`config.mk`:
```
export PLATFORM = sky130hd
export DESIGN_NAME = ovfr_top
export DESIGN_NICKNAME = d
export VERILOG_FILES = /design/src/verilog/ovfr_pkg.sv /design/src/verilog/ovfr_top.sv
export SDC_FILE = /design/constraint.sdc
export NUM_CORES = 1
export LEC_CHECK = 0
export ABC_AREA = 1
export BUFFER_PORTS_ARGS = -buffer_cell sky130_fd_sc_hd__buf_4
export CAP_MARGIN = 15
export CORE_MARGIN = 2
export CORE_UTILIZATION = 35
export DETAILED_ROUTE_END_ITERATION = 6
export PLACE_DENSITY = 0.55
export REMOVE_ABC_BUFFERS = 1
export SLEW_MARGIN = 15
export SYNTH_ARGS = -nofsm -noshare
export SYNTH_HDL_FRONTEND = slang
export SYNTH_SLANG_ARGS = --single-unit
```
`constraint.sdc`:
```
create_clock -name clk_i -period 2.23 [get_ports clk_i]
set_input_delay 0.223 -clock clk_i [delete_from_list [all_inputs] [get_ports clk_i]]
set_output_delay 0.223 -clock clk_i [all_outputs]
set_load 0.005 [all_outputs]
```
`src/verilog/ovfr_pkg.sv`:
```
// package for the overvoltage fault response block
package ovfr_pkg;
   localparam logic [1:0] OVFR_RESP_PULLDOWN = 2'h0;
   localparam logic [1:0] OVFR_RESP_DELAYED = 2'h1;
   localparam logic [1:0] OVFR_RESP_SHUTDOWN = 2'h2;
   localparam logic [1:0] OVFR_RESP_UNSUPP = 2'h3;
   localparam logic [2:0] OVFR_RETRY_CONT = 3'h7;
   localparam int OVFR_RESP_HI = 7;
   localparam int OVFR_RESP_LO = 6;
   localparam int OVFR_RETRY_HI = 5;
   localparam int OVFR_RETRY_LO = 3;
   localparam int OVFR_DELAY_HI = 2;
   localparam int OVFR_DELAY_LO = 0;
   localparam logic [7:0] OVFR_CFG_RESET = 8'hb8;
   localparam int OVFR_CLK_HZ = 10000000;
   localparam int OVFR_DELAY_UNIT_US = 10;
   localparam logic [7:0] OVFR_UNIT_CYC =
      8'((OVFR_CLK_HZ / 1000000) * OVFR_DELAY_UNIT_US);
   localparam int OVFR_RETRY_STEP_MS = 1;
   localparam logic [13:0] OVFR_MS_CYC =
      14'((OVFR_CLK_HZ / 1000) * OVFR_RETRY_STEP_MS);
   localparam logic [16:0] OVFR_RETRY_MIN_MS = 17'h00078;
   localparam logic [16:0] OVFR_RETRY_MAX_MS = 17'h147a8;
   localparam logic [16:0] OVFR_RETRY_RESET_MS = 17'h0015e;

   typedef enum logic [3:0] {
      OVFR_IDLE = 4'h1,
      OVFR_DEGLITCH = 4'h2,
      OVFR_OFF = 4'h4,
      OVFR_RETRY = 4'h8
   } ovfr_state_t;

   typedef struct packed {
      logic wr;
      logic [7:0] data;
   } ovfr_cfg_wr_t;

   typedef struct packed {
      logic fault;
      logic vout_summary;
      logic vout_ov;
      logic alert;
   } ovfr_status_t;

   typedef struct packed {
      ovfr_state_t state;
      logic [7:0] cfg;
      logic [16:0] retry_ms;
      logic [2:0] units;
      logic [7:0] sub;
      logic [13:0] ms_sub;
      logic [16:0] ms;
      logic fault_st;
      logic cml;
      logic run_prev;
      logic out_en;
      logic clamp;
   } ovfr_regs_t;
endpackage : ovfr_pkg

```
`src/verilog/ovfr_top.sv`:
```
// overvoltage fault response decoder and reaction sequencer
`timescale 1ns/1ps
module ovfr_top (
   // clock, reset, enable
   input wire logic clk_i,
   input wire logic reset_n_i,
   input wire logic clk_en_i,
   // configuration writes from the serial port
   input wire ovfr_pkg::ovfr_cfg_wr_t cfg_wr_i,
   input wire logic retry_wr_i,
   input wire logic [16:0] retry_ms_i,
   input wire logic clear_faults_i,
   input wire logic alert_mask_i,
   // channel control and detection
   input wire logic run_control_pin_i,
   input wire logic ov_detect_i,
   // outputs
   output logic [7:0] cfg_o,
   output logic [16:0] retry_ms_o,
   output ovfr_pkg::ovfr_status_t status_o,
   output logic cml_fault_o,
   output logic out_enable_o,
   output logic high_gate_off_o,
   output logic low_gate_on_o
);
   import ovfr_pkg::*;

   logic rst_s1_q, rst_s2_q;
   ovfr_regs_t r_q, r_d;
   logic [1:0] resp;
   logic [2:0] retry, dly;
   logic run_fall;
   logic run_rise;

   always_ff @(posedge clk_i or negedge reset_n_i)
   begin
      if (!reset_n_i)
      begin
         rst_s1_q <= 1'b0;
         rst_s2_q <= 1'b0;
      end
      else
      begin
         rst_s1_q <= 1'b1;
         rst_s2_q <= rst_s1_q;
      end
   end

   assign resp = r_q.cfg[OVFR_RESP_HI:OVFR_RESP_LO];
   assign retry = r_q.cfg[OVFR_RETRY_HI:OVFR_RETRY_LO];
   assign dly = r_q.cfg[OVFR_DELAY_HI:OVFR_DELAY_LO];
   assign run_fall = r_q.run_prev && !run_control_pin_i;
   assign run_rise = !r_q.run_prev && run_control_pin_i;

   always_comb
   begin
      r_d = r_q;
      r_d.run_prev = run_control_pin_i;
      r_d.cml = 1'b0;
      if (cfg_wr_i.wr)
      begin
         if (cfg_wr_i.data[OVFR_RESP_HI:OVFR_RESP_LO] == OVFR_RESP_UNSUPP)
            r_d.cml = 1'b1;
         else
            r_d.cfg = cfg_wr_i.data;
      end
      // out-of-range intervals are refused the same way
      if (retry_wr_i)
      begin
         if (retry_ms_i < OVFR_RETRY_MIN_MS || retry_ms_i > OVFR_RETRY_MAX_MS)
            r_d.cml = 1'b1;
         else
            r_d.retry_ms = retry_ms_i;
      end
      // clear command or off-on of the run pin clears status; a new fault still wins over the clear command
      if (clear_faults_i || run_rise)
         r_d.fault_st = 1'b0;
      r_d.clamp = (resp == OVFR_RESP_PULLDOWN) && ov_detect_i;
      if (r_q.ms_sub != 14'h0000)
         r_d.ms_sub = r_q.ms_sub - 14'h0001;
      else if (r_q.ms != 17'h00000)
      begin
         r_d.ms = r_q.ms - 17'h00001;
         r_d.ms_sub = OVFR_MS_CYC - 14'h0001;
      end
      case (r_q.state)
         OVFR_IDLE:
         begin
            if (ov_detect_i && r_q.out_en)
            begin
               r_d.fault_st = 1'b1;
               // retry timing starts at detection
               r_d.ms = r_q.retry_ms;
               r_d.ms_sub = OVFR_MS_CYC - 14'h0001;
               // a zero delay leaves nothing to deglitch: act at once
               if (resp == OVFR_RESP_SHUTDOWN
                   || (resp == OVFR_RESP_DELAYED && dly == 3'h0))
               begin
                  r_d.out_en = 1'b0;
                  r_d.state = (retry == OVFR_RETRY_CONT) ? OVFR_RETRY
                                                        : OVFR_OFF;
               end
               else if (resp == OVFR_RESP_DELAYED)
               begin
                  // sub times the first unit, so n units total n*10 us
                  r_d.units = dly - 3'h1;
                  r_d.sub = OVFR_UNIT_CYC - 8'h01;
                  r_d.state = OVFR_DEGLITCH;
               end
            end
         end
         OVFR_DEGLITCH:
         begin
            if (!ov_detect_i)
               r_d.state = OVFR_IDLE;
            else if (r_q.sub != 8'h00)
               r_d.sub = r_q.sub - 8'h01;
            else if (r_q.units != 3'h0)
            begin
               r_d.units = r_q.units - 3'h1;
               r_d.sub = OVFR_UNIT_CYC - 8'h01;
            end
            else
            begin
               r_d.out_en = 1'b0;
               r_d.state = (retry == OVFR_RETRY_CONT) ? OVFR_RETRY
                                                     : OVFR_OFF;
            end
         end
         OVFR_OFF:
         begin
            if (clear_faults_i || run_rise)
            begin
               r_d.out_en = run_control_pin_i;
               r_d.state = OVFR_IDLE;
            end
         end
         OVFR_RETRY:
         begin
            if (r_q.ms == 17'h00000 && r_q.ms_sub == 14'h0000)
            begin
               r_d.out_en = run_control_pin_i;
               r_d.state = OVFR_IDLE;
            end
         end
         default:
            r_d.state = OVFR_IDLE;
      endcase
      if (run_fall || !run_control_pin_i)
      begin
         r_d.out_en = 1'b0;
         r_d.state = OVFR_OFF;
      end
      else if (run_rise && r_q.state == OVFR_OFF)
         r_d.out_en = 1'b1;
      if (ov_detect_i && r_q.out_en)
         r_d.fault_st = 1'b1;
   end

   always_ff @(posedge clk_i or negedge rst_s2_q)
   begin
      if (!rst_s2_q)
      begin
         r_q <= '0;
         r_q.state <= OVFR_OFF;
         r_q.cfg <= OVFR_CFG_RESET;
         r_q.retry_ms <= OVFR_RETRY_RESET_MS;
      end
      else if (clk_en_i)
         r_q <= r_d;
   end

   assign cfg_o = r_q.cfg;
   assign retry_ms_o = r_q.retry_ms;
   assign status_o.fault = r_q.fault_st;
   assign status_o.vout_summary = r_q.fault_st;
   assign status_o.vout_ov = r_q.fault_st;
   assign status_o.alert = r_q.fault_st && !alert_mask_i;
   assign cml_fault_o = r_q.cml;
   assign out_enable_o = r_q.out_en;
   assign high_gate_off_o = r_q.clamp || !r_q.out_en;
   assign low_gate_on_o = r_q.clamp;

   a_bad_code_kept: assert property (@(posedge clk_i) disable iff (!rst_s2_q)
      clk_en_i && cfg_wr_i.wr
      && cfg_wr_i.data[OVFR_RESP_HI:OVFR_RESP_LO] == OVFR_RESP_UNSUPP
      |=> cml_fault_o && cfg_o == $past(cfg_o))
      else $error("unsupported code stored or not flagged");
   a_shut_now: assert property (@(posedge clk_i) disable iff (!rst_s2_q)
      clk_en_i && r_q.state == OVFR_IDLE && ov_detect_i && r_q.out_en
      && resp == OVFR_RESP_SHUTDOWN && run_control_pin_i
      |=> !out_enable_o)
      else $error("shutdown code did not disable output");
   a_fault_sets: assert property (@(posedge clk_i) disable iff (!rst_s2_q)
      clk_en_i && ov_detect_i && r_q.out_en |=> status_o.vout_ov)
      else $error("fault status not set");
   a_sticky_bit: assert property (@(posedge clk_i) disable iff (!rst_s2_q)
      status_o.fault && !clear_faults_i && !run_rise |=> status_o.fault)
      else $error("fault status dropped early");
   a_clamp_only: assert property (@(posedge clk_i) disable iff (!rst_s2_q)
      clk_en_i && resp == OVFR_RESP_PULLDOWN && ov_detect_i
      && !cfg_wr_i.wr |=> low_gate_on_o && high_gate_off_o)
      else $error("pull-down clamp missing");
   a_latch_off: assert property (@(posedge clk_i) disable iff (!rst_s2_q)
      r_q.state == OVFR_OFF && !clear_faults_i && !run_rise
      |=> !out_enable_o)
      else $error("latched output restarted");
   a_delay_hold: assert property (@(posedge clk_i) disable iff (!rst_s2_q)
      r_q.state == OVFR_DEGLITCH && ov_detect_i && run_control_pin_i
      && (r_q.sub != 8'h00 || r_q.units != 3'h0) |=> out_enable_o)
      else $error("delayed response cut output early");
   a_retry_wait: assert property (@(posedge clk_i) disable iff (!rst_s2_q)
      r_q.state == OVFR_RETRY && r_q.ms != 17'h00000 |=> !out_enable_o)
      else $error("retry before interval elapsed");
endmodule : ovfr_top

```
==> metrics.yaml <==
ir_drop_v: 0.000462
antenna_cells: 0
max_cap_viol_count: 0
place_area_um2: 5510
cts_htree_levels: 3
arrival_ns: 2.15
hold_ws_ns: 0.118
drtPass1Iterations: 5
reg2reg_slack_ns: 0.31
yosys_warnings: 0
synth_top_family_by_area: "simple AND/OR/NAND/NOR gates"
synth_top_area_share_pct: 33.3
leakagePower_nw: 2.94
cts_tree: "done"
cts_resized: 0
clock_skew_ns: 0.00466
final_area_um2: 5770
nNetsFinal: 782
outcome: "finished clean"
area_growth_pct: 14.5
async_flop_share_pct: 100
ctsHoldBuffers: 1
grt_pass1_wl_um: 21300
slew_violations: 0
total_power_w: 0.00590
grt_start_max_net_pins: 37
cts_made_buffers: 9
finalCriticalPeriod_ns: 1.92
cts.sinks: 78
pre_cts_ws_ns: 0.298
synth_area_um2: 5040
avgSynthCellArea_um2: 7.19
synth_xor_area_share_pct: 1.91
initial_core_util_pct: 36.0
coreArea_um2: 14000
clk_latency_ns: 0.34
post-route-period-util_pct: 86.2
post_drt_wl_per_cell_um: 13.4
drt-total-wl_um: 12400
critPathMaxFanout: 22
synth_compound_area_share_pct: 7.84
critical_path.slowest_cell: "dfrtp_1"
antenna_left: 0
yosysTopAreaCell: "dfrtp_1"
postCtsSetupRepairBufs: 0
synth_edf_count: 0
start_kind: "register"
hp-class: "in2reg"
grt_pass1_vias: 4435
setup-violations-final: 0
cts_buffer_depth: 2
crit_type: "reg2reg"
path_clk_slew_ns: 0.06
max_freq_mhz: 520
endpoint_kind: "register"
initialDrtViolationCount: 296
synth_cell_types: 44
synth_fa_ha_area_share_pct: 1.99
hpwlAfterDp_um: 9140
rsz0062_at_grt: "false"
worst_r2r_startpoint: "r_q[5]$_DFFE_PN0P_"
cts_root_buffer: "clkbuf_16"
pwr_density_cell_nw_per_um2: 1020
io_pins: 67
seq_area_frac_synth_pct: 39.0
die-area_um2: 15400
ys_ff_latch: 78
holdPathEnd: "cfg_o[5]$_DFFE_PN1P_"
drc_errors: 0
reg2regPathDepth: 11
drive_gt1_share_pct: 18.0
setup-tns-final_ns: 0
gp_congestion: 0.826
grt-ovfl-total: 0
ys_top_cells_by_area: "dfrtp_1, nand2_1, dfstp_2"
num_rows: 43
cpPeakStageDelay_ns: 0.39
antenna_found_initial: 0
required_ns: 2.46
muxShareOfSynthArea_pct: 0.670
hold_path.startpoint: "cfg_wr_i[5]"
crit_buf_inv: 2
syn-instance-count: 701
synth-main-ff-cell: "dfrtp_1"
path_cells: "inv_1, ha_1, nand2_1, nor2_4, nand3_2, nand2_4, inv_4, nand3b_1, nand3_1, nand2_1, nand2_1"
hold_viol: 0
r2r-end: "r_q[20]$_DFFE_PN0P_"
critPathMostFrequentCell: "nand2_1"
die_w_um: 124
viasPerCell: 4.96
synthSimpleGateAreaFrac_pct: 36.3
fp.dieH_um: 124
critPathTopFamily: "simple AND/OR/NAND/NOR gates"
vias: 4576
setup_ws_ns: 0.307
grt_usage_pct: 17.6
min_path_cells: 2
port_buffers: 66
==> worst max-delay path by stage <==
| stage | from | to | slack [ns] | cells past startpoint |
|---|---|---|---|---|
| global route | r_q[22]$_DFFE_PN0P_ | r_q[12]$_DFFE_PN0P_ | 0.10 | 13 |
| finish | r_q[5]$_DFFE_PN0P_ | r_q[20]$_DFFE_PN0P_ | 0.31 | 11 |
| detailed placement | r_q[5]$_DFFE_PN0P_ | r_q[16]$_DFFE_PN0P_ | 0.30 | 11 |
| CTS | r_q[5]$_DFFE_PN0P_ | r_q[16]$_DFFE_PN0P_ | 0.29 | 11 |
| global placement | cfg_o[0]$_DFFE_PN0P_ | r_q[75]$_DFFE_PN0P_ | 0.35 | 12 |
| floorplan | rst_s2_q$_DFF_PN0_ | cfg_o[0]$_DFFE_PN0P_ | -0.08 | 0 |
==> cell families (layout without fill, tap and decap cells) <==
logic type,count (synthesis),after routing
multiplexers,3,3
XOR/XNOR,11,11
AO/OA/AOI/OAI,71,71
adder cells (fa/ha/maj),8,8
buffers and inverters,119,161
other,1,1
flip-flops,78,78
AND/OR/NAND/NOR,410,410
==> layer usage <==
| metal | part of all wire (%) | vias to the layer above | track usage, % |
|---|---|---|---|
| li1 | - | 2315 | - |
| met1 | 49 | 2151 | 24.2 |
| met2 | 46 | 99 | 27.3 |
| met3 | 4.5 | 11 | 4.08 |
| met4 | 1.2 | 0 | 5.97 |
| met5 | 0 | - | 0 |
==> cell usage after synthesis (3+ instances only) <==
cell      instances
nand2_1         214
nor2_1           69
dfrtp_1          67
inv_1            63
nand3_1          49
buf_4            30
nand4_1          29
o21ai_0          28
a21oi_1          17
nor3_1           12
dfstp_2          11
o22ai_1          11
nor2_2            9
ha_1              8
nand3b_1          8
clkbuf_1          7
nand2_2           7
o21ai_1           7
xor2_1            6
buf_2             5
inv_2             5
xnor2_1           5
buf_6             4
a22oi_1           3
mux2_2            3
nor4_1            3
==> worst register-to-register path, delay by kind of cell (launching register included) <==
family | cells | cell delay (ns)
flip-flops | 1 | 0.39
buffers and inverters | 2 | 0.25
adder cells (fa/ha/maj) | 1 | 0.21
AND/OR/NAND/NOR | 8 | 0.97
==> registers in the layout, indices dropped and copies added, names as in the netlist <==
| signal | cells |
|---|---|
| retry_ms_o | 17 |
| status_o | 1 |
| out_enable_o | 1 |
| low_gate_on_o | 1 |
| rst_s2_q | 1 |
| cml_fault_o | 1 |
| rst_s1_q | 1 |
| r_q | 47 |
| cfg_o | 8 |
==> area by class of cell <==
class	instances	area [µm²]
Clock buffer	12	246
Inverter	71	274
Clock inverter	2	10.0
Sequential cell	78	1970
Fill cell	1476	8220
Timing Repair Buffer	76	586
Multi-Input combinational cell	504	2460
Tap cell	180	225
==> layout by cell type (no fill, tap or decap), types with 3 or more instances in the layout <==
cell	instances
mux2_2	3
inv_2	5
o22ai_1	11
clkbuf_16	9
xor2_1	6
ha_1	8
nand2_2	7
nor2_2	9
buf_4	74
nand3_1	49
dfstp_2	11
a22oi_1	3
inv_1	63
nor3_1	12
a21oi_1	17
xnor2_1	5
nor4_1	3
nand3b_1	8
o21ai_0	28
dfrtp_1	66
nand4_1	29
nor2_1	69
o21ai_1	7
nand2_1	214
==> stage by stage <==
step / util [%] / cells
5_1_grt: 41.3 / 923
2_1_floorplan: - / 653
4_1_cts: 41.3 / 923
6_report: 41.3 / 923
3_3_place_gp: 39.4 / 908
3_5_place_dp: 39.4 / 908
==> power breakdown <==
group | switching [W] | internal [W]
clock | 0.000560 | 0.000769
combinational | 0.00140 | 0.000922
sequential | 0.000418 | 0.00183
Power figures use the tool's default switching activity.
